`config.mk`:
```
export PLATFORM = sky130hd
export DESIGN_NAME = bbt_regs
export DESIGN_NICKNAME = d
export VERILOG_FILES = /design/src/design/bbt_pkg.sv /design/src/design/bbt_sync.sv /design/src/design/bbt_ilim_map.sv /design/src/design/bbt_regs.sv
export SDC_FILE = /design/constraint.sdc
export NUM_CORES = 1
export LEC_CHECK = 0
export BUFFER_PORTS_ARGS = -buffer_cell sky130_fd_sc_hd__clkbuf_2
export CORE_MARGIN = 2
export CORE_UTILIZATION = 30
export DETAILED_ROUTE_END_ITERATION = 12
export GPL_ROUTABILITY_DRIVEN = 0
export PLACE_DENSITY = 0.51
export SKIP_LAST_GASP = 1
export SLEW_MARGIN = 20
export SYNTH_ARGS = -nofsm -noshare
export SYNTH_HDL_FRONTEND = slang
export SYNTH_HIERARCHICAL = 1
export SYNTH_SLANG_ARGS = --single-unit
```
`constraint.sdc`:
```
create_clock -name clk_sys -period 5.6 [get_ports clk_sys]
set_input_delay 0.56 -clock clk_sys [delete_from_list [all_inputs] [get_ports clk_sys]]
set_output_delay 0.56 -clock clk_sys [all_outputs]
set_load 0.02 [all_outputs]
```
`src/design/bbt_pkg.sv`:
```
`default_nettype none
package bbt_pkg;
  // Two-wire bus target address; the value is arbitrary
  localparam logic [6:0]  BBT_DEV_ADDR_DEF  = 7'h5A;
  localparam logic [3:0]  BBT_BYTE_BITS     = 4'h8;

  // Register offsets
  localparam logic [7:0]  BBT_ADDR_ILIM     = 8'h0B;
  localparam logic [7:0]  BBT_ADDR_TGT_LO   = 8'h0C;
  localparam logic [7:0]  BBT_ADDR_TGT_HI   = 8'h0D;
  localparam logic [7:0]  BBT_ADDR_CC_STAT  = 8'h21;
  localparam logic [7:0]  BBT_ADDR_FAULT    = 8'h78;
  localparam logic [7:0]  BBT_ADDR_STEP_CFG = 8'hD8;

  // Reset values
  localparam logic [7:0]  BBT_TGT_LO_RST    = 8'h58;
  localparam logic [3:0]  BBT_TGT_HI_RST    = 4'h2;
  localparam logic [7:0]  BBT_ILIM_RST      = 8'h64;
  localparam logic [7:0]  BBT_STEP_CFG_RST  = 8'h84;
  localparam logic [7:0]  BBT_STATUS_RST    = 8'h00;

  // Field positions
  localparam int          BBT_CC_BIT        = 6;
  localparam int          BBT_STEP_SEL_BIT  = 0;

  // Current limit: code in 0.5 mV units, flat from the saturation code
  localparam logic [7:0]  BBT_ILIM_SAT_CODE = 8'h8C;
  localparam logic [7:0]  BBT_ILIM_FLAT_TOP = 8'hC1;

  // Output target scaling and range, in mV
  localparam logic [16:0] BBT_STEP_20MV     = 17'h00014;
  localparam logic [16:0] BBT_STEP_10MV     = 17'h0000A;
  localparam logic [16:0] BBT_VOUT_MIN_MV   = 17'h00CE4;
  localparam logic [16:0] BBT_VOUT_MAX_MV   = 17'h0BB80;

  typedef enum logic [8:0] {
    BBT_IDLE     = 9'h001,
    BBT_ADDR     = 9'h002,
    BBT_ACK_ADDR = 9'h004,
    BBT_PTR      = 9'h008,
    BBT_ACK_PTR  = 9'h010,
    BBT_WDATA    = 9'h020,
    BBT_ACK_W    = 9'h040,
    BBT_RDATA    = 9'h080,
    BBT_ACK_R    = 9'h100
  } bbt_state_e;
endpackage
`default_nettype wire

```
`src/design/bbt_sync.sv`:
```
`default_nettype none
module bbt_sync #(
  parameter int WIDTH = 1
) (
  input  wire logic             clk_sys,
  input  wire logic             rst,
  input  wire logic [WIDTH-1:0] d,
  output var  logic [WIDTH-1:0] q
);
  logic [WIDTH-1:0] meta;

  if (WIDTH < 1) begin : g_chk
    $error("bbt_sync WIDTH must be at least 1");
  end

  // First stage feeds only the second stage
  always_ff @(posedge clk_sys) begin
    if (rst) begin
      meta <= '0;
      q    <= '0;
    end else begin
      meta <= d;
      q    <= meta;
    end
  end
endmodule
`default_nettype wire

```
`src/design/bbt_ilim_map.sv`:
```
`default_nettype none
module bbt_ilim_map (
  input  wire logic       clk_sys,
  input  wire logic       rst,
  input  wire logic [7:0] code,
  output var  logic [7:0] half_mv,
  output var  logic       saturated
);
  import bbt_pkg::*;

  // Threshold rises 0.5 mV per code, then holds at the 70 mV ceiling
  always_ff @(posedge clk_sys) begin
    if (rst) begin
      half_mv   <= BBT_ILIM_RST;
      saturated <= 1'b0;
    end else if (code >= BBT_ILIM_SAT_CODE) begin
      half_mv   <= BBT_ILIM_SAT_CODE;
      saturated <= 1'b1;
    end else begin
      half_mv   <= code;
      saturated <= 1'b0;
    end
  end
endmodule
`default_nettype wire

```
`src/design/bbt_regs.sv`:
```
// Behaviour
// - Limit codes from C1 up give 70 mV.
// - Target low byte, offset 0C, resets 58.
// - Target high nibble, offset 0D, resets 2.
// - Target spans 3.3 V to 48 V.
// - Step 20 or 10 mV from D8 select.
// - Unimplemented bits ignore writes, read zero.
// - Offset 21 bit 6 shows live CC limiting.
// - Fault summary byte at 78, resets 00.
// - Each fault bit reads 1 while present.
`default_nettype none
module bbt_regs #(
  parameter logic [6:0] DEV_ADDR = bbt_pkg::BBT_DEV_ADDR_DEF
) (
  input  wire logic        clk_sys,
  input  wire logic        rst,
  input  wire logic        scl_in,
  input  wire logic        sda_in,
  output var  logic        sda_out,
  output var  logic        sda_oe,
  input  wire logic        constant_current_active,
  input  wire logic [7:0]  fault_in,
  output var  logic [7:0]  current_limit_level,
  output var  logic [7:0]  ilim_half_mv,
  output var  logic        ilim_saturated,
  output var  logic [11:0] target_code,
  output var  logic [16:0] target_mv,
  output var  logic        target_clamped,
  output var  logic        step_10mv
);
  import bbt_pkg::*;

  bbt_state_e  state;
  logic [3:0]  bit_cnt;
  logic [7:0]  shift;
  logic [7:0]  ptr;
  logic        rw;
  logic        wr_stb;
  logic        scl_s;
  logic        sda_s;
  logic        scl_low_s;
  logic        sda_low_s;
  logic        cc_s;
  logic [7:0]  fault_s;
  logic        scl_d;
  logic        sda_d;
  logic        i2c_start;
  logic        i2c_stop;
  logic        scl_rise;
  logic        scl_fall;
  logic [7:0]  output_target_low;
  logic [3:0]  output_target_high;
  logic [7:0]  step_select_config;
  logic [7:0]  cc_limit_status;
  logic [7:0]  fault_summary_low;
  logic [7:0]  rd_data;
  logic [7:0]  rd_next;
  logic [16:0] raw_mv;

  if (DEV_ADDR == 7'h00) begin : g_chk
    $error("bbt_regs DEV_ADDR must not be the general call address");
  end

  // Every input pin except rst crosses two flip-flops before any logic reads it
  bbt_sync #(
    .WIDTH (11)
  ) u_sync (
    .clk_sys (clk_sys),
    .rst     (rst),
    .d       ({~scl_in, ~sda_in, constant_current_active, fault_in}),
    .q       ({scl_low_s, sda_low_s, cc_s, fault_s})
  );

  // Bus pins pass inverted so a cleared synchroniser reads as an idle high bus
  assign scl_s = !scl_low_s;
  assign sda_s = !sda_low_s;

  bbt_ilim_map u_ilim (
    .clk_sys   (clk_sys),
    .rst       (rst),
    .code      (current_limit_level),
    .half_mv   (ilim_half_mv),
    .saturated (ilim_saturated)
  );

  function automatic logic [7:0] read_reg(input logic [7:0] a);
    logic [7:0] v;
    v = 8'h00;
    case (a)
      BBT_ADDR_ILIM:     v = current_limit_level;
      BBT_ADDR_TGT_LO:   v = output_target_low;
      BBT_ADDR_TGT_HI:   v = {4'h0, output_target_high};
      BBT_ADDR_CC_STAT:  v = cc_limit_status;
      BBT_ADDR_FAULT:    v = fault_summary_low;
      BBT_ADDR_STEP_CFG: v = step_select_config;
      default:           v = 8'h00;
    endcase
    return v;
  endfunction

  function automatic logic [16:0] scale_mv(input logic [11:0] c, input logic sel10);
    logic [16:0] step;
    step = sel10 ? BBT_STEP_10MV : BBT_STEP_20MV;
    return 17'({5'h00, c} * step);
  endfunction

  function automatic logic [16:0] clamp_mv(input logic [16:0] mv);
    logic [16:0] r;
    r = mv;
    if (mv < BBT_VOUT_MIN_MV) begin
      r = BBT_VOUT_MIN_MV;
    end else if (mv > BBT_VOUT_MAX_MV) begin
      r = BBT_VOUT_MAX_MV;
    end
    return r;
  endfunction

  assign rd_data   = read_reg(ptr);
  assign rd_next   = read_reg(8'(ptr + 8'h01));
  assign i2c_start = scl_s && sda_d && !sda_s;
  assign i2c_stop  = scl_s && !sda_d && sda_s;
  assign scl_rise  = scl_s && !scl_d;
  assign scl_fall  = !scl_s && scl_d;
  // Open drain: the pin is only ever pulled low
  assign sda_out   = 1'b0;

  always_ff @(posedge clk_sys) begin
    if (rst) begin
      scl_d <= 1'b1;
      sda_d <= 1'b1;
    end else begin
      scl_d <= scl_s;
      sda_d <= sda_s;
    end
  end

  // Bus target: address, pointer, then data bytes with auto-increment
  always_ff @(posedge clk_sys) begin
    if (rst) begin
      state   <= BBT_IDLE;
      bit_cnt <= 4'h0;
      shift   <= 8'h00;
      ptr     <= 8'h00;
      rw      <= 1'b0;
      sda_oe  <= 1'b0;
      wr_stb  <= 1'b0;
    end else begin
      wr_stb <= 1'b0;
      if (i2c_start) begin
        state   <= BBT_ADDR;
        bit_cnt <= 4'h0;
        sda_oe  <= 1'b0;
      end else if (i2c_stop) begin
        state  <= BBT_IDLE;
        sda_oe <= 1'b0;
      end else begin
        unique case (state)
          BBT_IDLE: begin
            sda_oe <= 1'b0;
          end
          BBT_ADDR, BBT_PTR, BBT_WDATA: begin
            if (scl_rise) begin
              shift   <= {shift[6:0], sda_s};
              bit_cnt <= 4'(bit_cnt + 4'h1);
            end else if (scl_fall && bit_cnt == BBT_BYTE_BITS) begin
              bit_cnt <= 4'h0;
              sda_oe  <= 1'b1;
              if (state == BBT_ADDR) begin
                if (shift[7:1] == DEV_ADDR) begin
                  state <= BBT_ACK_ADDR;
                  rw    <= shift[0];
                end else begin
                  state  <= BBT_IDLE;
                  sda_oe <= 1'b0;
                end
              end else if (state == BBT_PTR) begin
                state <= BBT_ACK_PTR;
                ptr   <= shift;
              end else begin
                state  <= BBT_ACK_W;
                wr_stb <= 1'b1;
              end
            end
          end
          BBT_ACK_ADDR: begin
            if (scl_fall && rw) begin
              state   <= BBT_RDATA;
              shift   <= rd_data;
              sda_oe  <= !rd_data[7];
              bit_cnt <= 4'h1;
            end else if (scl_fall) begin
              state  <= BBT_PTR;
              sda_oe <= 1'b0;
            end
          end
          BBT_ACK_PTR, BBT_ACK_W: begin
            if (scl_fall) begin
              state  <= BBT_WDATA;
              sda_oe <= 1'b0;
              if (state == BBT_ACK_W) begin
                ptr <= 8'(ptr + 8'h01);
              end
            end
          end
          BBT_RDATA: begin
            if (scl_fall && bit_cnt == BBT_BYTE_BITS) begin
              state  <= BBT_ACK_R;
              sda_oe <= 1'b0;
            end else if (scl_fall) begin
              shift   <= {shift[6:0], 1'b0};
              sda_oe  <= !shift[6];
              bit_cnt <= 4'(bit_cnt + 4'h1);
            end
          end
          BBT_ACK_R: begin
            // A not-acknowledge ends the read; the host then sends stop
            if (scl_rise && sda_s) begin
              state <= BBT_IDLE;
            end else if (scl_fall) begin
              state   <= BBT_RDATA;
              ptr     <= 8'(ptr + 8'h01);
              shift   <= rd_next;
              sda_oe  <= !rd_next[7];
              bit_cnt <= 4'h1;
            end
          end
          default: begin
            state  <= BBT_IDLE;
            sda_oe <= 1'b0;
          end
        endcase
      end
    end
  end

  // Writable registers; read-only offsets and upper target bits drop data
  always_ff @(posedge clk_sys) begin
    if (rst) begin
      output_target_low   <= BBT_TGT_LO_RST;
      output_target_high  <= BBT_TGT_HI_RST;
      current_limit_level <= BBT_ILIM_RST;
      step_select_config  <= BBT_STEP_CFG_RST;
    end else if (wr_stb) begin
      case (ptr)
        BBT_ADDR_TGT_LO:   output_target_low   <= shift;
        BBT_ADDR_TGT_HI:   output_target_high  <= shift[3:0];
        BBT_ADDR_ILIM:     current_limit_level <= shift;
        BBT_ADDR_STEP_CFG: step_select_config  <= shift;
        default:           ;
      endcase
    end
  end

  // Status bytes follow the synchronised inputs, no latching
  always_ff @(posedge clk_sys) begin
    if (rst) begin
      cc_limit_status   <= BBT_STATUS_RST;
      fault_summary_low <= BBT_STATUS_RST;
    end else begin
      cc_limit_status             <= BBT_STATUS_RST;
      cc_limit_status[BBT_CC_BIT] <= cc_s;
      fault_summary_low           <= fault_s;
    end
  end

  // Target path: code first, scaled and range-limited one cycle later
  assign raw_mv = scale_mv(target_code, step_10mv);

  always_ff @(posedge clk_sys) begin
    if (rst) begin
      target_code    <= {BBT_TGT_HI_RST, BBT_TGT_LO_RST};
      step_10mv      <= BBT_STEP_CFG_RST[BBT_STEP_SEL_BIT];
      target_mv      <= BBT_VOUT_MIN_MV;
      target_clamped <= 1'b0;
    end else begin
      target_code    <= {output_target_high, output_target_low};
      step_10mv      <= step_select_config[BBT_STEP_SEL_BIT];
      target_mv      <= clamp_mv(raw_mv);
      target_clamped <= clamp_mv(raw_mv) != raw_mv;
    end
  end
endmodule
`default_nettype wire

```
==> metrics, run 1 <==
combinational power share 3.1%; Via density 5.21; RSZ-0062 raised after global routing false; critical path launch point type register; Least-Margin Pin Slew 0.992 ns; switching power 515 µW; Worst VDD drop 0.180 mV; switching share of power 24.7%; Detail Route Antenna Nets 0; hold buffer count at cts 0; placed instance count 1,219; Avg Cell Area, Syn 8.51 µm²; initial antenna violation count 0; worst hold path depth 2; Post-Layout Cell Count 1,251; max cap viols 0; DR pass1 iterations 7; power per cell area 242 nW/µm²; Synthesis Warnings 6; CTS tree done; CP max-delay cell dfxtp_1; Setup Skew 0.0159 ns; crit-path max FO 27; Post-CTS Setup Inserts 0; WL/cell 16.2 µm; multi-input logic area 4490 µm²; final hold vios 0; worst-skew pair later-pin latency 0.43 ns; Cell variety after synth 81; clock sinks 132; Die Ht 162 µm; most instantiated cells after synthesis 132 x dfxtp_1, 87 x nand2_1, 69 x a21oi_1; Nets 982; DR iter-0 viols 506; largest net degree at the start of global routing 57; ys flop type dfxtp_1; vias in the first global route 6,094; final period utilization 87.5%; Setup TNS Final 0 ns; Chip Width 162 µm; sequential cell area 2640 µm²; # port buffers 60; final wirelength 20.2 mm; Crit Path Class reg -> reg; crit-path max cell delay 0.85 ns; top cell type by total area after synthesis dfxtp_1; Max Buffers Root-to-Sink 2; number of synthesized flops with an enable pin 0; CORE AREA 24,500 µm²; row cnt 57; design area 8590 µm²; # resized after CTS 0; Final Max Tran Viols 0; Fillers 2,548; Placement Cell Area 8030 µm²; Worst EP arrival 5.19 ns; Initial Utilization 30.8%; final setup fails 0; Reg2Reg Depth 15; Remaining DRCs 0; clk slew on worst S/H paths 0.06 ns; GRT Util Overall 15.7%; status completed; register area share after synthesis 35.1%; num ports 63; Pleak 3.59 nW; max frequency 204 MHz; Die Footprint 26,400 µm²; worst hold-check path type in -> reg; HPWL Detailed 14.8 mm; Mapped Area 7520 µm²; power share of the sequential group 46.1%; ys async rst share 0%; share of layout cells above drive strength 1 15.2%; #FFs+latches synth 132; Inserted Clock Buffers 17; Req. time, crit path 5.89 ns; total gr overflow 0; main area contributors after synthesis dfxtp_1 35%, ha_1 7.5%, a21oi_1 4.6%, nand2_1 4.3%, nand3_1 3.3%; area delta synth->final 14.2%; Vias 6,514; Int Pwr 1.57 mW; Yosys top cell area share 35.1%; Syn Inst Count 884; CP cell instances nor2b_1 -> a21o_1 -> ha_1 -> inv_1 -> fa_1 -> inv_1 -> ha_1 -> ha_1 -> a21o_1 -> a31oi_1 -> a21oi_1 -> a221oi_1 -> xor2_1 -> a41o_4 -> a21oi_1; most common cell in the netlist dfxtp_1; Antenna Cells 0; fin crit period 4.90 ns; clk root buf clkbuf_16; cell mode on critical path ha_1; Slew headroom 33.2%; CP Capture Type register; Clock power frac 50.8%; H-tree levels 4; first-pass GRT wire length 33.0 mm
[placed cells by master, fill, tap and decap left out, types with 7 or more instances in the layout]
master / n
nand3_1: 50
buf_4: 7
nor3_1: 18
clkbuf_2: 59
a21oi_1: 69
and2_1: 17
dfxtp_1: 132
nand2b_1: 12
fa_1: 10
o21ai_0: 34
clkbuf_16: 17
and3_1: 17
nor2b_2: 15
nor2b_1: 40
nor2_1: 47
nand2_1: 87
a31oi_1: 11
and4_1: 7
a21o_1: 15
xor2_1: 11
a222oi_1: 8
inv_1: 39
a211oi_1: 7
a22o_1: 7
ha_1: 45
or2_2: 7
[routing by layer]
metal  part of all wire, %  GRT usage (%)
met1                    46           20.4
met2                    47           26.0
met3                   4.9           2.62
met4                   2.4           6.15
met5                     0              0
[critical path, delay by kind of cell, from the launching register on]
kind	cells	cell delay, ns
compound gates	7	1.68
xor+xnor	1	0.59
fa+ha+maj	4	1.41
buf+inv	2	0.09
flops	1	0.85
simple gates	1	0.14
[layout make-up]
cell class                 instances  share of cell area (%)
inverter                          39                    1.70
multi-input combinational        658                    52.3
timing repair buffer              66                    4.05
sequential                       132                    30.8
clock inverter                    14                    1.37
clock buffer                      18                    5.11
tap                              324                    4.72
[cell families after synthesis]
| kind of cell | synth area share [%] |
|---|---|
| simple gates | 25.4 |
| fa+ha+maj | 10.1 |
| other cells | 0.0998 |
| mux | 1.10 |
| xor+xnor | 2.34 |
| buf+inv | 5.45 |
| compound gates | 20.3 |
| flops | 35.1 |
[state kept, by name, indices dropped and copies added, names as in the netlist, 9 cells and up]
name,flops
target_mv,16
u_sync/q,11
state,9
u_sync/meta,11
target_code,12
[metrics by stage]
step	power (mW)	setup WS, ns	hold WS, ns	util [%]
floorplan	1.03	0.966	0.411	-
global placement	1.05	0.790	0.418	32.8
detailed placement	1.05	0.702	0.422	32.8
finish	2.08	0.698	0.342	35.1
CTS	2.11	0.666	0.328	35.1
global route	2.16	0.262	0.342	35.1
[worst paths after layout]
kind / from / endpoint / slack (ns)
worst min register to register: u_sync/meta[7]$_SDFF_PP0_ / u_sync/q[7]$_SDFF_PP0_ / 0.43
worst max register to register: step_10mv$_SDFF_PP0_ / target_mv[12]$_SDFF_PP0_ / 0.70
worst max-delay path: step_10mv$_SDFF_PP0_ / target_mv[12]$_SDFF_PP0_ / 0.70
worst min-delay path: fault_in[6] / u_sync/meta[6]$_SDFF_PP0_ / 0.34
[power groups by stage]
stage	registers [mW]	clock network, mW	logic, mW
floorplan	0.980	0	0.0469
global route	0.960	1.12	0.0725
global placement	0.980	0	0.0657
detailed placement	0.981	0	0.0654
CTS	0.959	1.09	0.0657
finish	0.960	1.06	0.0650
Power figures use the tool's default switching activity.
==> run 2, diff against run 1 <==
Settings changed: BUFFER_PORTS_ARGS -buffer_cell sky130_fd_sc_hd__clkbuf_2 to not set, CORE_MARGIN 2 to not set, DONT_BUFFER_PORTS set to 1, PLACE_DENSITY 0.51 to 0.49.
==> run 2 against run 1 <==
  * Critical endpoint is now target_mv[6]$_SDFF_PP1_
  * Register-to-register slack worse by 0.05 ns
  * Core utilization is 1.1 points lower
  * Clock skew down 0.0036 ns
  * Power is 2.5% higher
  * Global-route usage grew 0.59 points
==> metrics, run 2 (synthesis gave the netlist of run 1 again) <==
status completed; switching power 531 µW (+3.1%); CP Capture Type register; switching share of power 24.9% (+0.14 points); largest net degree at the start of global routing 89 (+56%); Antenna Cells 0 (unchanged); first-pass GRT wire length 33.0 mm (about the same); # resized after CTS 0 (unchanged); max cap viols 0 (unchanged); Max Buffers Root-to-Sink 2 (unchanged); worst reg2reg endpoint target_mv[6]$_SDFF_PP1_; RSZ-0062 raised after global routing false; worst hold-check path type in -> reg; hold path endpoint u_sync/meta[9]$_SDFF_PP0_; Initial Utilization 30.8% (unchanged); final hold vios 0 (unchanged); H-tree levels 4 (unchanged); clk slew on worst S/H paths 0.06 ns (about the same); Slew headroom 36.0% (+2.9 points); WL/cell 17.0 µm (+5.0%); Vias 6,231 (-4.3%); Pleak 3.35 nW (-6.8%); Least-Margin Pin Slew 0.949 ns (-0.0429 ns); # port buffers 0 (-100%); CTS tree done; Nets 922 (-6.1%); hold buffer count at cts 0 (unchanged); Req. time, crit path 5.94 ns (+0.05 ns); crit-path max cell delay 0.79 ns (-0.06 ns); combinational power share 2.1% (-1.0 points); max frequency 202 MHz (-1.0%); final period utilization 88.4% (+0.92 points); Die Footprint 25,700 µm² (-2.4%); worst-skew pair later-pin latency 0.43 ns (about the same); Crit Path Class reg -> reg; CORE AREA 24,500 µm² (unchanged); Setup Skew 0.0123 ns (-0.00363 ns); FF-to-FF setup slack 0.65 ns (-0.05 ns); fin util 34.0% (-1.1 points); Reg2Reg Depth 14 (-1); Setup TNS Final 0 ns (unchanged); final setup fails 0 (unchanged); clk root buf clkbuf_16; area delta synth->final 10.6%; num ports 63 (unchanged); CP max-delay cell dfxtp_1; clock sinks 132 (unchanged); Largest register FFs 16 (unchanged); initial antenna violation count 0 (unchanged); cell mode on critical path ha_1; share of layout cells above drive strength 1 9.23% (-6.0 points); Final Max Tran Viols 0 (unchanged); CP cell instances buf_4 -> nor2b_1 -> or2_2 -> ha_1 -> fa_1 -> ha_1 -> ha_1 -> a21oi_1 -> o21ai_1 -> a21o_1 -> a221oi_1 -> xor2_1 -> o21ai_1 -> o21ai_0; vias in the first global route 5,978 (-1.9%); Most flops, register target_mv; most common cell after layout, fill and taps aside dfxtp_1; DR pass1 iterations 5 (-2); power share of the sequential group 45.1% (-1.0 points); DR iter-0 viols 449 (-11%); total gr overflow 0 (unchanged); Detail Route Antenna Nets 0 (unchanged); GRT Util Overall 16.3% (+0.59 points); Int Pwr 1.60 mW (+2.4%); Chip Width 160 µm (-1.2%); HP Start rst; final wirelength 20.2 mm (about the same); commonest non-fill, non-tap cells in the layout 132 x dfxtp_1, 87 x nand2_1, 69 x a21oi_1, 50 x nand3_1, 48 x nor2_1; Via density 5.23 (+0.47%); critical path launch point type register; row cnt 57 (unchanged); Fillers 2,559 (+0.43%); R2R Path Start step_10mv$_SDFF_PP0_; power per cell area 257 nW/µm² (+5.9%); fin crit period 4.95 ns (+0.0513 ns); crit-path max FO 17 (-37%); worst hold path depth 1 (-1); Post-CTS Setup Inserts 0 (unchanged); Worst VDD drop 0.184 mV (+2.3%); Inserted Clock Buffers 17 (unchanged); Remaining DRCs 0 (unchanged); Worst EP arrival 5.30 ns (+0.11 ns); HPWL Detailed 14.6 mm (-1.5%); Die Ht 160 µm (-1.2%); biggest regs target_mv (16), target_code (12); Clock power frac 52.8% (+2.0 points)
run 2: worst max path at each step:
stage	from	to	slack, ns
2_1_floorplan	step_10mv$_SDFF_PP0_	target_mv[2]$_SDFF_PP1_	0.97
3_3_place_gp	step_10mv$_SDFF_PP0_	target_mv[4]$_SDFF_PP0_	0.68
3_5_place_dp	step_10mv$_SDFF_PP0_	target_mv[6]$_SDFF_PP1_	0.64
4_1_cts	step_10mv$_SDFF_PP0_	target_mv[6]$_SDFF_PP1_	0.61
5_1_grt	step_10mv$_SDFF_PP0_	target_mv[6]$_SDFF_PP1_	0.31
6_report	step_10mv$_SDFF_PP0_	target_mv[6]$_SDFF_PP1_	0.65
run 2: per-layer routing:
| metal | vias to the layer above | wire (µm) | track usage [%] |
|---|---|---|---|
| li1 | 3080 | - | - |
| met1 | 2961 | 9200 | 20.5 |
| met2 | 159 | 9450 | 26.8 |
| met3 | 31 | 1040 | 4.03 |
| met4 | 0 | 553 | 6.19 |
| met5 | - | 0 | 0 |
run 2: critical path: cells and delay by family, from the launching register on:
family                   cells  cell delay, ns
adder cells (fa/ha/maj)      4            1.45
AO/OA/AOI/OAI                6            1.38
flip-flops                   1            0.79
XOR/XNOR                     1            0.62
AND/OR/NAND/NOR              2            0.34
buffers and inverters        1            0.28
run 2: per-stage QoR:
step           instances  hold slack (ns)  cell area, µm²  setup WS [ns]  power (mW)
3_5_place_dp        1159            0.420            7730          0.644        1.03
2_1_floorplan        887            0.411            7530          0.966        1.03
6_report            1191            0.208            8320          0.647        2.14
3_3_place_gp        1159            0.414            7730          0.680        1.03
4_1_cts             1191            0.185            8320          0.608        2.17
5_1_grt             1191            0.183            8320          0.308        2.21
run 2: power by group through the flow:
stage | Clock [mW] | Combinational [mW] | Sequential [mW]
4_1_cts | 1.16 | 0.0441 | 0.963
6_report | 1.13 | 0.0438 | 0.963
3_5_place_dp | 0 | 0.0439 | 0.985
2_1_floorplan | 0 | 0.0469 | 0.980
5_1_grt | 1.20 | 0.0486 | 0.965
3_3_place_gp | 0 | 0.0441 | 0.985
run 2: final cells by class:
| class | instances | area (µm²) | area share, % |
|---|---|---|---|
| clock buffers | 17 | 425 | 5.11 |
| clock inverters | 15 | 165 | 1.99 |
| inverters | 39 | 146 | 1.76 |
| multi-input cells | 658 | 4490 | 54.0 |
| flip-flops and latches | 132 | 2640 | 31.8 |
| well taps | 324 | 405 | 4.87 |
| repair buffers | 6 | 45.0 | 0.541 |
==> run 3, diff against run 2 <==
Settings changed: CELL_PAD_IN_SITES_DETAIL_PLACEMENT set to 0, CELL_PAD_IN_SITES_GLOBAL_PLACEMENT set to 1, PLACE_DENSITY 0.49 to 0.59.
==> run 3 against run 2 <==
  * Critical path depth rose by 1
  * Maximum frequency about the same
  * Non-clock buffer count is 2 higher
  * Clock skew barely moved
  * Critical path type unchanged
  * Critical endpoint is now target_mv[1]$_SDFF_PP0_
==> metrics, run 3 (synthesis gave the netlist of run 1 again) <==
status completed; vias in the first global route 6,237 (+4.3%); crit-path max FO 27 (+10); combinational power share 2.1% (about the same); Final Max Tran Viols 0 (unchanged); Die Ht 160 µm (unchanged); final hold vios 0 (unchanged); WL/cell 18.5 µm (+8.8%); power per cell area 252 nW/µm² (-1.7%); power share of the sequential group 46.0% (+0.9 points); R2R Path Start step_10mv$_SDFF_PP0_; DR pass1 iterations 5 (unchanged); CP Capture Type register; critical path launch point type register; RSZ-0062 raised after global routing false; Most flops, register target_mv; Post-CTS Setup Inserts 0 (unchanged); hold buffer count at cts 0 (unchanged); cell mode on critical path ha_1; HP Start rst; num ports 63 (unchanged); FF-to-FF setup slack 0.64 ns (about the same); max frequency 202 MHz (about the same); total gr overflow 0 (unchanged); fin crit period 4.96 ns (+0.00390 ns); Vias 6,250 (+0.30%); row cnt 57 (unchanged); # resized after CTS 0 (unchanged); Int Pwr 1.60 mW (-0.30%); Max Buffers Root-to-Sink 2 (unchanged); hold path endpoint state[1]$_SDFFE_PP0P_; biggest regs target_mv (16), target_code (12); Reg2Reg Depth 15 (+1); switching share of power 23.7% (-1.2 points); placed instance count 1,161 (+0.17%); Detail Route Antenna Nets 0 (unchanged); HPWL Detailed 15.6 mm (+7.0%); first-pass GRT wire length 35.3 mm (+7.0%); H-tree levels 4 (unchanged); worst-skew pair later-pin latency 0.42 ns (about the same); Clock power frac 51.9% (-0.9 points); # port buffers 0 (unchanged); final period utilization 88.5% (about the same); final wirelength 22.1 mm (+9.0%); Remaining DRCs 0 (unchanged); Largest register FFs 16 (unchanged); Via density 5.24 (+0.14%); Initial Utilization 30.8% (unchanged); DR iter-0 viols 386 (-14%); Nets 924 (+0.22%); worst reg2reg endpoint target_mv[1]$_SDFF_PP0_; largest net degree at the start of global routing 89 (unchanged); commonest non-fill, non-tap cells in the layout 132 x dfxtp_1, 87 x nand2_1, 69 x a21oi_1, 50 x nand3_1, 48 x nor2_1; initial antenna violation count 0 (unchanged); Least-Margin Pin Slew 0.996 ns (+0.0476 ns); clock sinks 132 (unchanged); final setup fails 0 (unchanged); share of layout cells above drive strength 1 9.21% (-0.021 points); Worst VDD drop 0.145 mV (-21%); Setup TNS Final 0 ns (unchanged); Worst EP arrival 5.26 ns (-0.04 ns); switching power 496 µW (-6.5%); most common cell after layout, fill and taps aside dfxtp_1; CORE AREA 24,500 µm² (unchanged); worst hold path depth 1 (unchanged); fin util 34.0% (-0.056 points); CTS tree done; Antenna Cells 0 (unchanged); Pleak 3.33 nW (-0.73%); CP max-delay cell dfxtp_1; crit-path max cell delay 0.97 ns (+0.18 ns); Post-Layout Cell Count 1,193 (+0.17%); worst hold-check path type in -> reg; CP cell instances nor2b_1 -> a21o_1 -> ha_1 -> inv_1 -> fa_1 -> inv_1 -> ha_1 -> ha_1 -> a21o_1 -> a221o_2 -> a2111o_1 -> a31oi_4 -> xor2_4 -> a41o_4 -> nor3_1; Inserted Clock Buffers 17 (unchanged); pre-CTS WS 0.625 ns (-0.0197 ns); hold slack final 0.204 ns (-0.00381 ns); Die Footprint 25,700 µm² (unchanged); max cap viols 0 (unchanged); Chip Width 160 µm (unchanged); clk slew on worst S/H paths 0.06 ns (about the same); Setup Skew 0.0122 ns (-0.000143 ns); area delta synth->final 10.4%; Req. time, crit path 5.90 ns (-0.04 ns); setup ws final 0.643 ns (-0.00390 ns); Slew headroom 33.5% (-2.6 points); Crit Path Class reg -> reg; clk root buf clkbuf_16; GRT Util Overall 17.5% (+1.2 points)
==> run 3: worst max-delay path by stage <==
| stage | startpoint | endpoint | slack [ns] | cells after the start |
|---|---|---|---|---|
| 3_3_place_gp | step_10mv$_SDFF_PP0_ | target_mv[4]$_SDFF_PP0_ | 0.65 | 14 |
| 2_1_floorplan | step_10mv$_SDFF_PP0_ | target_mv[2]$_SDFF_PP1_ | 0.97 | 17 |
| 4_1_cts | step_10mv$_SDFF_PP0_ | target_mv[3]$_SDFF_PP0_ | 0.61 | 15 |
| 5_1_grt | step_10mv$_SDFF_PP0_ | target_mv[1]$_SDFF_PP0_ | 0.29 | 15 |
| 6_report | step_10mv$_SDFF_PP0_ | target_mv[1]$_SDFF_PP0_ | 0.64 | 15 |
| 3_5_place_dp | step_10mv$_SDFF_PP0_ | target_mv[3]$_SDFF_PP0_ | 0.62 | 15 |
==> run 3: critical path, delay by kind of cell (launching register included) <==
| family | cells | cell delay [ns] |
|---|---|---|
| DFF | 1 | 0.97 |
| adders and majority gates | 4 | 1.42 |
| xor gates and xnor gates | 1 | 0.27 |
| buffers and inverters | 2 | 0.09 |
| AOI/OAI and AO/OA | 6 | 1.86 |
| and+or+nand+nor | 2 | 0.21 |
==> run 3: cell type report <==
| cell class | count | area [µm²] |
|---|---|---|
| flip-flops and latches | 132 | 2640 |
| repair buffers | 8 | 60.1 |
| clock buffers | 19 | 443 |
| multi-input cells | 658 | 4480 |
| clock inverters | 13 | 126 |
| fillers | 2526 | 16200 |
| well taps | 324 | 405 |
| inverters | 39 | 146 |
==> run 3: power by group through the flow <==
stage | clock, mW | sequential [mW] | combinational [mW]
global placement | 0 | 0.985 | 0.0455
CTS | 1.12 | 0.964 | 0.0451
global route | 1.16 | 0.965 | 0.0499
detailed placement | 0 | 0.985 | 0.0449
finish | 1.09 | 0.964 | 0.0449
floorplan | 0 | 0.980 | 0.0469
==> run 3: metal layers <==
layer	global-route usage (%)	wire length, µm	vias up	share of wire [%]
li1	-	-	3090	-
met1	21.6	9890	3002	45
met2	30.9	10900	137	49
met3	3.25	919	21	4.2
met4	5.24	338	0	1.5
met5	0	0	-	0
==> run 3: per-stage QoR <==
stage / area [µm²] / power, mW
after floorplan: 7530 / 1.03
after global placement: 7740 / 1.03
after detailed placement: 7740 / 1.03
after CTS: 8310 / 2.12
after global routing: 8310 / 2.17
final: 8310 / 2.10
